--- config.mk ---
export PLATFORM = sky130hd
export DESIGN_NAME = csc_channel
export DESIGN_NICKNAME = d
export VERILOG_FILES = /design/src/include/csc_pkg.sv /design/src/rtl/csc_channel.sv /design/src/rtl/csc_clkdiv.sv
export SDC_FILE = /design/constraint.sdc
export NUM_CORES = 1
export LEC_CHECK = 0
export BUFFER_PORTS_ARGS = -buffer_cell sky130_fd_sc_hd__buf_2
export CAP_MARGIN = 25
export CORE_ASPECT_RATIO = 0.75
export CORE_MARGIN = 5
export CORE_UTILIZATION = 40
export CTS_CLUSTER_SIZE = 30
export DETAILED_ROUTE_END_ITERATION = 7
export PLACE_DENSITY_LB_ADDON = 0.25
export SLEW_MARGIN = 20
export SYNTH_ARGS = -nofsm -noshare
export SYNTH_HDL_FRONTEND = slang
export SYNTH_SLANG_ARGS = --single-unit
export TNS_END_PERCENT = 5
--- constraint.sdc ---
create_clock -name clk -period 1.45 [get_ports clk]
set_clock_uncertainty 0.05 [all_clocks]
set_input_delay 0.145 -clock clk [delete_from_list [all_inputs] [get_ports clk]]
set_output_delay 0.145 -clock clk [all_outputs]
set_load 0.02 [all_outputs]
--- src/include/csc_pkg.sv ---
// Purpose: Shared constants and types for serial channel one
// Assumes: 8-bit registers, one per aligned APB word
// Notes:   Offsets are byte addresses (index times four)
package csc_pkg;
  // Register indices and byte addresses
  localparam logic [7:0]  CSC_IDX_DATA_UPPER = 8'hb1;
  localparam logic [7:0]  CSC_IDX_DATA_LOWER = 8'hb2;
  localparam logic [7:0]  CSC_IDX_MODE       = 8'hb0;
  localparam logic [7:0]  CSC_IDX_OUT_LEVEL  = 8'hb3;
  localparam logic [7:0]  CSC_IDX_START      = 8'hb4;
  localparam logic [11:0] CSC_ADDR_DATA_UPPER = {2'h0, CSC_IDX_DATA_UPPER, 2'h0};
  localparam logic [11:0] CSC_ADDR_DATA_LOWER = {2'h0, CSC_IDX_DATA_LOWER, 2'h0};
  localparam logic [11:0] CSC_ADDR_MODE       = {2'h0, CSC_IDX_MODE, 2'h0};
  localparam logic [11:0] CSC_ADDR_OUT_LEVEL  = {2'h0, CSC_IDX_OUT_LEVEL, 2'h0};
  localparam logic [11:0] CSC_ADDR_START      = {2'h0, CSC_IDX_START, 2'h0};
  // Mode and output level register fields and reset values
  localparam int          CSC_CKS_LSB   = 0;
  localparam int          CSC_OPM_LSB   = 4;
  localparam int          CSC_WIDE_BIT  = 6;
  localparam logic [7:0]  CSC_MODE_RST  = 8'h80;
  localparam logic [3:0]  CSC_CKS_EXT   = 4'hf;
  localparam logic [7:0]  CSC_LEVEL_RST = 8'h7f;
  localparam int          CSC_LEVEL_BIT = 7;
  // Status word: busy in bit 0
  localparam int          CSC_BUSY_BIT  = 0;
  // Bit counts per word length
  localparam logic [4:0]  CSC_BITS_NARROW = 5'h08;
  localparam logic [4:0]  CSC_BITS_WIDE   = 5'h10;
  // Half serial period minus one, in system clocks, indexed by clock select code
  localparam logic [7:0][9:0] CSC_HALF_M1 = {10'h000, 10'h001, 10'h003, 10'h007,
                                             10'h00f, 10'h01f, 10'h07f, 10'h1ff};
  // Transfer sequencer states
  typedef enum logic [2:0] {
    CSC_IDLE  = 3'h1,
    CSC_SHIFT = 3'h2,
    CSC_CONT  = 3'h4
  } csc_state_t;
  // Serial pin group
  typedef struct packed {
    logic clk_out;
    logic clk_oe;
    logic data_out;
  } csc_pins_t;
endpackage

--- src/rtl/csc_channel.sv ---
// Purpose: Clocked synchronous serial channel one with APB registers
// Assumes: APB slave, zero wait states; data shifts LSB first
// Notes:   Output changes on serial clock fall, input sampled on rise
//
// Local design decision: the APB register port.
`timescale 1ns/1ps
// Notes on behaviour
// - Clock select picks divider or external input
// - Data registers hold transmit then receive word
// - Eight-bit mode leaves upper register untouched
// - Sixteen-bit mode: upper register is high byte
// - Sixteen-bit mode: lower register is low byte
// - Eight-bit mode shifts through lower register
module csc_channel
  import csc_pkg::*;
(
  input  wire logic        clk,
  input  wire logic        rst_b,
  input  wire logic        psel,
  input  wire logic        penable,
  input  wire logic        pwrite,
  input  wire logic [11:0] paddr,
  input  wire logic [31:0] pwdata,
  output logic [31:0]      prdata,
  output logic             pready,
  output logic             pslverr,
  input  wire logic        serial_clock_pin_in,
  output logic             serial_clock_pin_out,
  output logic             serial_clock_pin_oe,
  input  wire logic        serial_in_pin,
  output logic             serial_out_pin,
  output logic             busy
);
  logic        rst_meta_r;     // Reset release stage one
  logic        rst_sync_b;     // Reset release stage two
  logic [7:0]  mode_r;         // Serial mode control
  logic [7:0]  data_upper_r;   // Upper data register
  logic [7:0]  data_lower_r;   // Lower data register
  logic        level_r;        // Extended data bit for idle output
  csc_state_t  state_r;        // Sequencer state
  logic [4:0]  bits_r;         // Bits left in the word
  logic [2:0]  ext_sync_r;     // External clock sync plus history
  logic [1:0]  sin_sync_r;     // Serial input synchroniser
  logic        out_r;          // Registered serial output
  csc_pins_t   pins;           // Grouped pin drive
  logic        wr_en;          // APB write strobe
  logic        rd_en;          // APB read access
  logic        start_wr;       // Write to start register
  logic        ext_mode;       // External serial clock selected
  logic        wide;           // Sixteen-bit word length
  logic        cont_mode;      // Continuous clock output mode
  logic        div_fall;       // Internal clock fall strobe
  logic        div_rise;       // Internal clock rise strobe
  logic        div_sclk;       // Internal clock level
  logic        ext_fall;       // External clock falling edge
  logic        ext_rise;       // External clock rising edge
  logic        sh_fall;        // Shift-out moment
  logic        sh_rise;        // Sample moment
  logic        run_div;        // Divider enable
  logic [15:0] word;           // Word seen as one shifter

  // Reset is asserted at once and released through two flops
  always_ff @(posedge clk or negedge rst_b) begin
    if (!rst_b) begin
      rst_meta_r <= 1'b0;
      rst_sync_b <= 1'b0;
    end else begin
      rst_meta_r <= 1'b1;
      rst_sync_b <= rst_meta_r;
    end
  end

  // Mode field decode
  assign ext_mode  = (mode_r[CSC_CKS_LSB +: 4] == CSC_CKS_EXT);
  assign cont_mode = (mode_r[CSC_OPM_LSB +: 2] == 2'h0);
  assign wide      = mode_r[CSC_WIDE_BIT];

  // APB: zero wait states, every address answers without error
  assign pready   = 1'b1;
  assign pslverr  = 1'b0;
  assign wr_en    = psel && penable && pwrite;
  assign rd_en    = psel && !pwrite;
  assign start_wr = wr_en && (paddr == CSC_ADDR_START) && (state_r == CSC_IDLE);

  // Read mux; unmapped and write-only addresses read zero
  always_comb begin
    prdata = 32'h0000_0000;
    if (rd_en) begin
      case (paddr)
        CSC_ADDR_DATA_UPPER: prdata = {24'h00_0000, data_upper_r};
        CSC_ADDR_DATA_LOWER: prdata = {24'h00_0000, data_lower_r};
        CSC_ADDR_OUT_LEVEL:  prdata = {24'h00_0000, level_r, 7'h7f};
        CSC_ADDR_START:      prdata = {31'h0000_0000, state_r != CSC_IDLE};
        default:             prdata = 32'h0000_0000;
      endcase
    end
  end

  // Mode register; writes ignored mid-transfer so clocking stays stable
  always_ff @(posedge clk or negedge rst_sync_b) begin
    if (!rst_sync_b) begin
      mode_r <= CSC_MODE_RST;
    end else if (wr_en && paddr == CSC_ADDR_MODE && state_r != CSC_SHIFT) begin
      mode_r <= pwdata[7:0];
    end
  end

  // Idle level of the output pin
  always_ff @(posedge clk or negedge rst_sync_b) begin
    if (!rst_sync_b) begin
      level_r <= CSC_LEVEL_RST[CSC_LEVEL_BIT];
    end else if (wr_en && paddr == CSC_ADDR_OUT_LEVEL) begin
      level_r <= pwdata[CSC_LEVEL_BIT];
    end
  end

  // Synchronise pin inputs; edge detect reads only the second stage on
  always_ff @(posedge clk or negedge rst_sync_b) begin
    if (!rst_sync_b) begin
      ext_sync_r <= 3'h7;
      sin_sync_r <= 2'h0;
    end else begin
      ext_sync_r <= {ext_sync_r[1:0], serial_clock_pin_in};
      sin_sync_r <= {sin_sync_r[0], serial_in_pin};
    end
  end

  assign ext_fall = ext_sync_r[2] && !ext_sync_r[1];
  assign ext_rise = !ext_sync_r[2] && ext_sync_r[1];

  // Internal divider runs only when it drives the clock pin
  assign run_div = !ext_mode && (state_r != CSC_IDLE);

  csc_clkdiv u_div (
    .clk        (clk),
    .rst_sync_b (rst_sync_b),
    .run        (run_div),
    .cks        (mode_r[CSC_CKS_LSB +: 3]),
    .fall_stb   (div_fall),
    .rise_stb   (div_rise),
    .sclk       (div_sclk)
  );

  // Edge source follows the clock select
  assign sh_fall = ext_mode ? ext_fall : div_fall;
  assign sh_rise = ext_mode ? ext_rise : div_rise;

  // Upper register joins the shifter only in wide mode
  assign word = wide ? {data_upper_r, data_lower_r} : {8'h00, data_lower_r};

  // Sequencer: start write begins a word or continuous clocking
  always_ff @(posedge clk or negedge rst_sync_b) begin
    if (!rst_sync_b) begin
      state_r <= CSC_IDLE;
      bits_r  <= 5'h00;
    end else begin
      case (state_r)
        CSC_IDLE: begin
          if (start_wr && cont_mode) begin
            state_r <= CSC_CONT;
          end else if (start_wr) begin
            state_r <= CSC_SHIFT;
            bits_r  <= wide ? CSC_BITS_WIDE : CSC_BITS_NARROW;
          end
        end
        CSC_SHIFT: begin
          // Word ends at the sample edge of its last bit
          if (sh_rise) begin
            bits_r <= bits_r - 5'h01;
            if (bits_r == 5'h01) begin
              state_r <= CSC_IDLE;
            end
          end
        end
        CSC_CONT: begin
          // Continuous clock stops on a mode change away from it
          if (!cont_mode) begin
            state_r <= CSC_IDLE;
          end
        end
        default: state_r <= CSC_IDLE;
      endcase
    end
  end

  // Output bit updates on the falling edge; idle shows the extended bit
  always_ff @(posedge clk or negedge rst_sync_b) begin
    if (!rst_sync_b) begin
      out_r <= 1'b1;
    end else if (state_r == CSC_SHIFT && sh_fall) begin
      out_r <= word[0];
    end else if (state_r == CSC_IDLE) begin
      out_r <= level_r;
    end
  end

  // Data registers: software load, shift right while receiving
  always_ff @(posedge clk or negedge rst_sync_b) begin
    if (!rst_sync_b) begin
      data_lower_r <= 8'h00;
    end else if (state_r == CSC_SHIFT && sh_rise) begin
      data_lower_r <= wide ? {data_upper_r[0], data_lower_r[7:1]}
                           : {sin_sync_r[1], data_lower_r[7:1]};
    end else if (wr_en && paddr == CSC_ADDR_DATA_LOWER && state_r != CSC_SHIFT) begin
      data_lower_r <= pwdata[7:0];
    end
  end

  always_ff @(posedge clk or negedge rst_sync_b) begin
    if (!rst_sync_b) begin
      data_upper_r <= 8'h00;
    end else if (state_r == CSC_SHIFT && sh_rise && wide) begin
      data_upper_r <= {sin_sync_r[1], data_upper_r[7:1]};
    end else if (wr_en && paddr == CSC_ADDR_DATA_UPPER && state_r != CSC_SHIFT) begin
      data_upper_r <= pwdata[7:0];
    end
  end

  // Pin drive: clock pin output only for internal clock
  always_comb begin
    pins.clk_oe   = !ext_mode;
    pins.clk_out  = div_sclk;
    pins.data_out = out_r;
  end

  assign serial_clock_pin_out = pins.clk_out;
  assign serial_clock_pin_oe  = pins.clk_oe;
  assign serial_out_pin       = pins.data_out;
  assign busy                 = (state_r != CSC_IDLE);
endmodule

--- src/rtl/csc_clkdiv.sv ---
// Purpose: Internal serial clock generator for channel one
// Assumes: Code select 0..7 picks divide 1024 down to 2
// Notes:   Emits a fall and a rise strobe per serial period
`timescale 1ns/1ps
module csc_clkdiv
  import csc_pkg::*;
(
  input  wire logic       clk,
  input  wire logic       rst_sync_b,
  input  wire logic       run,
  input  wire logic [2:0] cks,
  output logic            fall_stb,
  output logic            rise_stb,
  output logic            sclk
);
  logic [9:0] cnt_r;   // Free divider, cleared while idle
  logic [9:0] half;    // Half-period count minus one
  logic       tick;    // End of a half period

  // Code 0 is slowest, code 7 fastest; first two steps are four-fold, the rest two-fold
  always_comb begin
    half = CSC_HALF_M1[cks];
  end

  assign tick = run && (cnt_r == half);

  // Half-period counter; idle holds it cleared so each frame starts alike
  always_ff @(posedge clk or negedge rst_sync_b) begin
    if (!rst_sync_b) begin
      cnt_r <= 10'h000;
    end else if (!run || tick) begin
      cnt_r <= 10'h000;
    end else begin
      cnt_r <= cnt_r + 10'h001;
    end
  end

  // Serial clock idles high, toggles each half period
  always_ff @(posedge clk or negedge rst_sync_b) begin
    if (!rst_sync_b) begin
      sclk <= 1'b1;
    end else if (!run) begin
      sclk <= 1'b1;
    end else if (tick) begin
      sclk <= ~sclk;
    end
  end

  assign fall_stb = tick && sclk;
  assign rise_stb = tick && !sclk;
endmodule

==> results of run 1 <==
worst paths after layout:
path | from | to | slack (ns) | depth (start not counted)
max reg2reg | state_r[0] | data_upper_r[5] | -0.65 | 7
min reg2reg | rst_sync_b | u_div.cnt_r[9] | 0.17 | 0
max in group asynchronous | rst_sync_b | state_r[0] | 0.63 | 1
min | pwdata[2] | mode_r[2] | 0.04 | 2
max | state_r[0] | data_upper_r[5] | -0.65 | 7
min in group asynchronous | rst_b | rst_sync_b | 0.08 | 2
cells in the final DEF, fill, tap and decap left out, types with 4 or more instances in the layout:
master,Yosys,final
a211oi_1,4,4
a21o_1,4,4
a21oi_1,12,7
a21oi_2,0,5
a221o_1,5,5
a22o_1,6,6
and3_1,9,7
buf_2,2,29
buf_4,28,74
buf_6,1,8
clkbuf_8,0,5
conb_1,2,27
dfrtp_1,45,41
dfrtp_2,0,4
dfstp_2,6,6
inv_1,7,7
mux2_2,13,13
nand2_1,25,24
nand3_1,12,10
nand4_1,7,7
nor2_1,33,31
nor3_1,4,4
o21ai_0,10,9
o221a_2,5,5
or2_2,4,4
xor2_1,5,5
area by class of cell:
type	count	area, um2	share of cell area
multi-input cells	249	1770	0.425
clock buffers	6	72.6	0.0174
flip-flops and latches	51	1290	0.309
clock inverters	2	16.3	0.00391
inverters	8	30.0	0.00721
well taps	101	126	0.0303
repair buffers	116	861	0.207
per-stage QoR:
stage | utilization | std cells
after detailed placement | 0.513 | 516
after global placement | 0.513 | 516
after CTS | 0.547 | 532
final | 0.558 | 533
after floorplan | - | 345
after global routing | 0.558 | 533
metal layers:
layer,global-route usage,vias to the layer above,part of all wire
met3,0.0377,15,0.055
met2,0.277,90,0.44
li1,-,1342,-
met1,0.267,1387,0.50
met4,0.0387,0,0.012
met5,0,-,0
power breakdown:
group	leakage (nW)	switching, mW	internal [mW]
Clock	0.0418	0.513	0.348
Combinational	1.28	0.135	0.0735
Sequential	0.650	0.0161	1.44
cell families (layout without fill, tap and decap cells):
logic type               after synthesis  in the layout  synth area share
multiplexers                          18             18            0.0644
buffers and inverters                 45            132            0.0914
AND/OR/NAND/NOR                      124            124             0.223
XOR/XNOR                               8              8            0.0225
AO/OA/AOI/OAI                         69             69             0.171
flip-flops                            51             51             0.413
other                                  2             27           0.00242
adder cells (fa/ha/maj)                3              3            0.0121
flip-flops by register name (all words and copies together) (netlist names):
register        flops
u_div.cnt_r        10
data_lower_r        8
data_upper_r        8
mode_r              7
bits_r              5
ext_sync_r          3
state_r             3
sin_sync_r          2
level_r             1
rst_meta_r          1
rst_sync_b          1
serial_out_pin      1
u_div.sclk          1
repair_timing:
action,CTS,global route
hold buffers,3,0
setup endpoints to repair,52,53
gates resized for setup,31,20
pin swaps,17,10
gates cloned,0,0
setup buffers,5,1
hold endpoints to repair,4,0
synth_stat cells (all sizes together), types with 8 or more instances:
cell type and n:
mux2 16, a21oi 12, inv 8, buf 31
nand3 12, and3 9, nand4 8, o21ai 14
dfrtp 45, nor2 33, nand2 26
==> metrics, run 1 <==
worst path bufs/invs 1; initial DRC count 148; Post-Syn Area between 3000 and 4000 um2; Critical Path Sink Type register; slowest CP cell dfstp_2; routability congestion estimate about 0.84; Pwr Total 2.52 mW; CTS clk-pin slew, worst paths 0.10 ns; crit-path cells nor3b_4, inv_2, and2_4, nor2b_4, and3_4, o21ai_4, mux2_4; DP Area between 3000 and 4000 um2; Rows 27; pre-CTS setup slack -0.705 ns; ANT cells 0; Vias between 2k and 3k; Max-Cap Viols 0; routed len/inst 15.9 um; RSZ-0062 raised after global routing yes; Clock Sinks 51; Finished Cell Area 4160 um2; Initial Util 0.416; WP data required 1.61 ns; Worst path max stage delay 0.55 ns; GRT overflow 0; Peak Freq 476 MHz; Final nets 485; vias in the first global route 2873; CP delay by family, top simple AND/OR/NAND/NOR gates; Die W 112 um; Tmin final ~2.1 ns; Setup TNS -23.72 ns; Synth cell types 67; sequential share of the synthesized area 0.413; failing checks negative setup slack; CTS max path bufs 2; die footprint 9650 um2; dominant synthesized flop cell dfrtp_1; Post-synth ARST share 1.00; Pleak ~2.0 nW; # IOs 89; H-tree depth 2; pin count of the biggest net entering global routing 21; Synth Register Bits 51; input/output buffers 38; worst hold slack 0.0400 ns; Slew Limit Fails 0; top-area cell type share of the netlist area 0.362; area leader, netlist dfrtp_1; Skew-Pair Late Insertion Delay 0.31 ns; status complete, but fails checks; hpwl dp around 6.4 mm; post-route clock period utilization 1.45; CTS tree yes; vias per cell 5.32; initial antenna violation count 0; VDD IR max 0.483 mV; main area contributors after synthesis dfrtp_1 (36%), buf_4 (6.8%), dfstp_2 (5.1%); FILL cells 661; mean area per synthesized cell 9.71 um2; share of cells above drive strength 1 0.442; antenna viol nets, final 0; Inserted Clock Buffers 5; Crit Path Category register to register; largest fanout on the critical path 8; DR pass1 iterations 4; worst setup margin -0.651 ns; type of origin of the critical path register; Hold Vio Cnt, Final 0; DRC viols 0; Die Span Y ~86 um; clk root buf clkbuf_8; Min-Delay Path Class input port to register; gr usage total 0.182; total core area around 7500 um2; first-pass GRT wire length 14.2 mm; Post-synth EDFFs 0; drt total wl 8.49 mm; CP Data Arrival Time 2.26 ns; Syn Inst Count 320; final setup fails 52; P per Cell Area 606 nW/um2; Ys Warns 0; P&R area growth vs syn 34.0%
(Power assumes the default switching activity.)
==> run 2, diff against run 1 <==
clock period = 2.5 ns   (was 1.45 ns; I/O delays follow)
==> run 2 against run 1 <==
  * The flow now finishes without violations
  * Sequential power decreased by 42%
  * Critical endpoint is now data_lower_r[6]
  * Register-to-register slack improved by 0.86 ns
  * Sequential cell count unchanged
  * Via count decreased by 11%
  * Highest routed layer unchanged
  * Count of clock-buffer cells in the layout unchanged
  * Sequential share of layout area increased by 5.8 points
  * Largest power group unchanged
  * Die area unchanged
==> metrics, run 2 (same netlist as run 1, synthesis figures left out) <==
RSZ-0062 raised after global routing no; DR pass1 iterations 4; Rows 27; hpwl dp 5.64 mm; CP Data Arrival Time 2.44 ns; DP Area 3380 um2; H-tree depth 2; Max-Cap Viols 0; Vias 2523; Peak Freq about 440 MHz; Worst R2R End data_lower_r[6]; Pwr Total roughly 1.4 mW; initial antenna violation count 0; switch share 0.260; vias in the first global route roughly 2.4k; worst r2r src mode_r[1]; largest registers u_div.cnt_r (10), data_lower_r (8), data_upper_r (8); routed len/inst between 15 and 20 um; vias per cell 5.33; Final nets 425; Sw Pwr 0.373 mW; drt total wl 7.47 mm; hold_sp pwdata[2]; share of cells above drive strength 1 0.277; Slew @ Worst Pin between 0.7 and 0.8 ns; clock share of power 0.345; Die W about 110 um; VDD IR max approximately 0.32 mV; Finished Cell Area 3500 um2; P&R area growth vs syn 12.6%; Critical Path Sink Type register; # IOs 89; Initial Util 0.416; GRT overflow 0; routability congestion estimate 0.820; met2 GRT Util 0.221; Tmin final approximately 2.3 ns; initial DRC count 158; Crit Path Category register to register; worst hold path depth 2; WP data required between 2 and 3 ns; Hold Path End mode_r[2]; die footprint 9650 um2; input/output buffers 38; worst hold slack 0.140 ns; Inserted Clock Buffers 5; type of origin of the critical path register; most common cell after layout, fill and taps aside dfrtp_1; Slew Limit Fails 0; max reg flops 10; CTS max path bufs 2; total core area roughly 7500 um2; register bank with the most flops u_div.cnt_r; sequential share of power 0.584; post-route clock period utilization 0.915; CTS tree yes; Slew headroom 0.532; Int Power 1.06 mW; Min-Delay Path Class input port to register; antenna viol nets, final 0; Setup Buffers After CTS 0; GR Layer Usage met1 0.242; largest fanout on the critical path 12; r2r setup slk 0.21 ns; r2r worst-path depth 6; fin util 0.469; Skew-Pair Late Insertion Delay 0.31 ns; met3 Use GR 0.0272; ANT cells 0; first-pass GRT wire length 12.2 mm; DRC viols 0; final setup fails 0; Clock Sinks 51; clk root buf clkbuf_8; most frequent cells in the layout dfrtp_1 (44), buf_2 (38), nor2_1 (33); P per Cell Area slightly above 400 nW/um2; Die Span Y around 86 um; CTS clk-pin slew, worst paths 0.10 ns; Pleak 1.63 nW; global routing's busiest layer met1; combinational share of power 0.071; pin count of the biggest net entering global routing 50; gr usage total 0.156; Hold Vio Cnt, Final 0; Setup TNS 0 ns; status finished clean
## run 2: cell types whose count changed in the layout (fill, tap and decap cells not counted), moves of 3 or more
cell     change
a21oi_1      +5
a21oi_2      -5
buf_2        +9
buf_4       -59
buf_6        -8
dfrtp_1      +3
dfrtp_2      -3
mux2_1       +3
mux2_4       -3
## run 2: power groups by stage
stage                     Sequential [mW]  Combinational, mW  Clock, mW
after floorplan                     0.862             0.0787          0
after global placement              0.852             0.0967          0
after detailed placement            0.852             0.0983          0
after CTS                           0.836              0.102      0.512
after global routing                0.837              0.113      0.544
final                               0.836              0.102      0.494
## run 2: worst max path at each step
stage                          start              end  cells past startpoint
after floorplan           state_r[0]  data_upper_r[1]                      8
after global placement     mode_r[1]  data_lower_r[4]                      6
after detailed placement   mode_r[1]  data_lower_r[6]                      6
after CTS                  mode_r[1]  data_lower_r[6]                      6
after global routing       mode_r[2]  data_lower_r[4]                      6
final                      mode_r[1]  data_lower_r[6]                      6
## run 2: per-stage QoR
step	setup WS [ns]	std cells
floorplan	0.280	345
global placement	0.116	462
detailed placement	0.0503	462
CTS	0.0482	473
global route	0.0480	473
finish	0.212	473
## run 2: worst max-delay path: stages (launching register included)
cell and delay, ns:
dfrtp_1 0.56, nand3_1 0.12, a211oi_1 0.30, o221a_2 0.28, and3_2 0.35, o31ai_4 0.16, a221o_1 0.36
## run 2: per-layer routing
metal,wire length (um),up-vias
li1,-,1215
met1,3860,1235
met2,3170,65
met3,358,8
met4,68,0
met5,0,-
## run 2: layout make-up
type,count,area [um2]
well taps,101,126
inverters,8,30.0
flip-flops and latches,51,1280
clock buffers,6,72.6
clock inverters,2,17.5
multi-input cells,249,1640
fillers,738,3970
repair buffers,56,333
## run 2: what timing repair did
action / in CTS / in global routing
hold buffers: 3 / 0
endpoints found under the hold margin: 4 / 0
resized for setup: 0 / 1
setup endpoints to repair: 0 / 16
==> run 3, diff against run 2 <==
ABC_AREA = 1   (was unset)
RECOVER_POWER = 25   (was unset)
==> run 3 against run 2 <==
  * Total power up 37%
  * Count of clock-buffer cells in the layout up 1
  * Core utilization down 0.82 points
  * First-iteration DRC count up 9.5%
  * Via count up 5.7%
  * Sequential share of layout area up 0.62 points
  * Synthesized area up 0.16%
  * Clock power down 7.3%
==> metrics, run 3 <==
FILL cells 772; Skew-Pair Late Insertion Delay 0.30 ns; worst r2r src mode_r[2]; ANT cells 0; fin util 0.461; H-tree depth 2; Post-synth EDFFs 0; Die Span Y 86.4 um; post-synthesis mux area share 0.0253; Sw Pwr around 0.65 mW; final setup fails 0; dominant synthesized flop cell dfrtp_1; Synth cell types 35; first-pass GRT wire length between 10 and 15 mm; sequential share of the synthesized area 0.412; Die W 112 um; Synth Area in Adders 0.0121; Min-Delay Path Class register to asynchronous set/reset pin; routed len/inst 12.8 um; DRC viols 0; CTS max path bufs 2; Final nets 510; Setup TNS 0 ns; most frequent cells in the layout nand2_1 (106), nand3_1 (45), dfrtp_1 (45); Hold Vio Cnt, Final 0; RSZ-0062 raised after global routing no; Setup Buffers After CTS 0; Post-synth ARST share 1.00; main area contributors after synthesis dfrtp_1 (36%), nand2_1 (13%), nand3_1 (7.2%); XOR/XNOR Fraction of Synth Area 0.0169; CTS tree yes; Finished Cell Area 3440 um2; CP Data Arrival Time 1.83 ns; type of origin of the critical path input port; sequential share of power 0.524; switch share 0.330; top cells by count, synth nand2_1 (106), dfrtp_1 (45), nand3_1 (45); P per Cell Area ~570 nW/um2; post-route clock period utilization 0.850; clock share of power 0.233; pin count of the biggest net entering global routing 41; initial antenna violation count 0; largest fanout on the critical path 9; Initial Util 0.417; clk root buf clkbuf_8; Slew Limit Fails 0; Pwr Total around 2 mW; # IOs between 80 and 90; drt total wl roughly 7 mm; Peak Freq 470 MHz; most frequent cell after synthesis nand2_1; P&R area growth vs syn 10.5%; top-area cell type share of the netlist area 0.362; Worst Setup SP paddr[8]; status finished clean; mean area per synthesized cell 7.59 um2; VDD IR max 0.316 mV; WP data required 2.20 ns; Crit Path Category input port to output port; Max-Cap Viols 0; antenna viol nets, final 0; Ys Warns 0; Tmin final about 2.1 ns; DP Area 3330 um2; routability congestion estimate 0.814; total core area between 7000 and 8000 um2; Post-Syn Area slightly above 3000 um2; Inserted Clock Buffers 5; register bank with the most flops u_div.cnt_r; area leader, netlist dfrtp_1; largest registers u_div.cnt_r (10), data_lower_r (8), data_upper_r (8); initial DRC count 173; Clock Sinks 51; Slew headroom 0.340; input/output buffers 38; Vias 2666; main combinational cell family by area after synthesis simple AND/OR/NAND/NOR gates; CTS clk-pin slew, worst paths 0.09 ns; Rows 27; vias per cell 4.78; Syn Inst Count 410; most common cell after layout, fill and taps aside nand2_1; Resized cells post-CTS 0; Pleak about 1.8 nW; Post-CTS Hold Fix Bufs 2; share of cells above drive strength 1 0.171; Slew @ Worst Pin 0.990 ns; hpwl dp roughly 5.4 mm; simple-gate share of the synthesized area 0.338; worst hold slack between 0.1 and 0.15 ns; max reg flops 10; Int Power 1.32 mW; complex-gate fraction of the synthesized area 0.0599; DR pass1 iterations 4; Critical Path Sink Type output port; die footprint just under 10000 um2; GRT overflow 0; vias in the first global route between 2k and 2.5k; Synth Register Bits 51; gr usage total 0.149; combinational share of power 0.243
run 3: changes by cell type after synthesis, moves of 6 or more:
cell and delta:
nand3_1 +33, nand4_1 +11, a22o_1 -6, nand2_1 +81
and3_1 -9, mux2_2 -6, inv_1 +36
run 3: metrics by stage:
stage                     setup slack [ns]  std cells
final                                0.374        558
after global routing                 0.166        558
after CTS                            0.385        557
after detailed placement             0.392        547
after global placement               0.399        547
after floorplan                      0.701        435
run 3: area by class of cell:
type | count | area [um2] | share of cell area
multi-input combinational | 303 | 1510 | 0.439
clock inverter | 1 | 5.00 | 0.00146
inverter | 49 | 184 | 0.0535
tap | 101 | 126 | 0.0368
clock buffer | 7 | 76.3 | 0.0222
sequential | 51 | 1280 | 0.373
timing repair buffer | 46 | 254 | 0.0739
run 3: metal layers:
metal	global-route usage	share of wire
met1	0.218	0.48
met2	0.232	0.45
met3	0.0286	0.060
met4	0.0298	0.0035
met5	0	0
run 3: critical path, cell delays in order:
cell and delay, ns:
buf_2 0.09, nor2_1 0.09, nand3b_1 0.07, nor2_1 0.13
nand2_1 0.08, inv_1 0.09, nand2_1 0.21, a31oi_1 0.28
inv_1 0.18, a21oi_1 0.17, buf_2 0.19
run 3: power by group through the flow:
stage / combinational, mW / clock [mW] / sequential [mW]
after floorplan: 0.413 / 0 / 1.02
after global placement: 0.464 / 0 / 1.04
after detailed placement: 0.479 / 0 / 1.04
after CTS: 0.481 / 0.480 / 1.03
after global routing: 0.555 / 0.527 / 1.05
final: 0.478 / 0.458 / 1.03
run 3: cell families after synthesis:
family / Yosys count
multiplexers: 7
AND/OR/NAND/NOR: 226
AO/OA/AOI/OAI: 34
buffers and inverters: 81
adder cells (fa/ha/maj): 3
other: 2
XOR/XNOR: 6
flip-flops: 51
run 3: final timing paths:
path	depth (start not counted)	endpoint	slack, ns
max	11	prdata[0]	0.37
min reg2reg	0	bits_r[0]	0.11
max reg2reg	10	data_lower_r[7]	0.45
min	0	bits_r[0]	0.11
min in group clk	3	data_lower_r[2]	0.15
max in group asynchronous	1	mode_r[2]	1.01
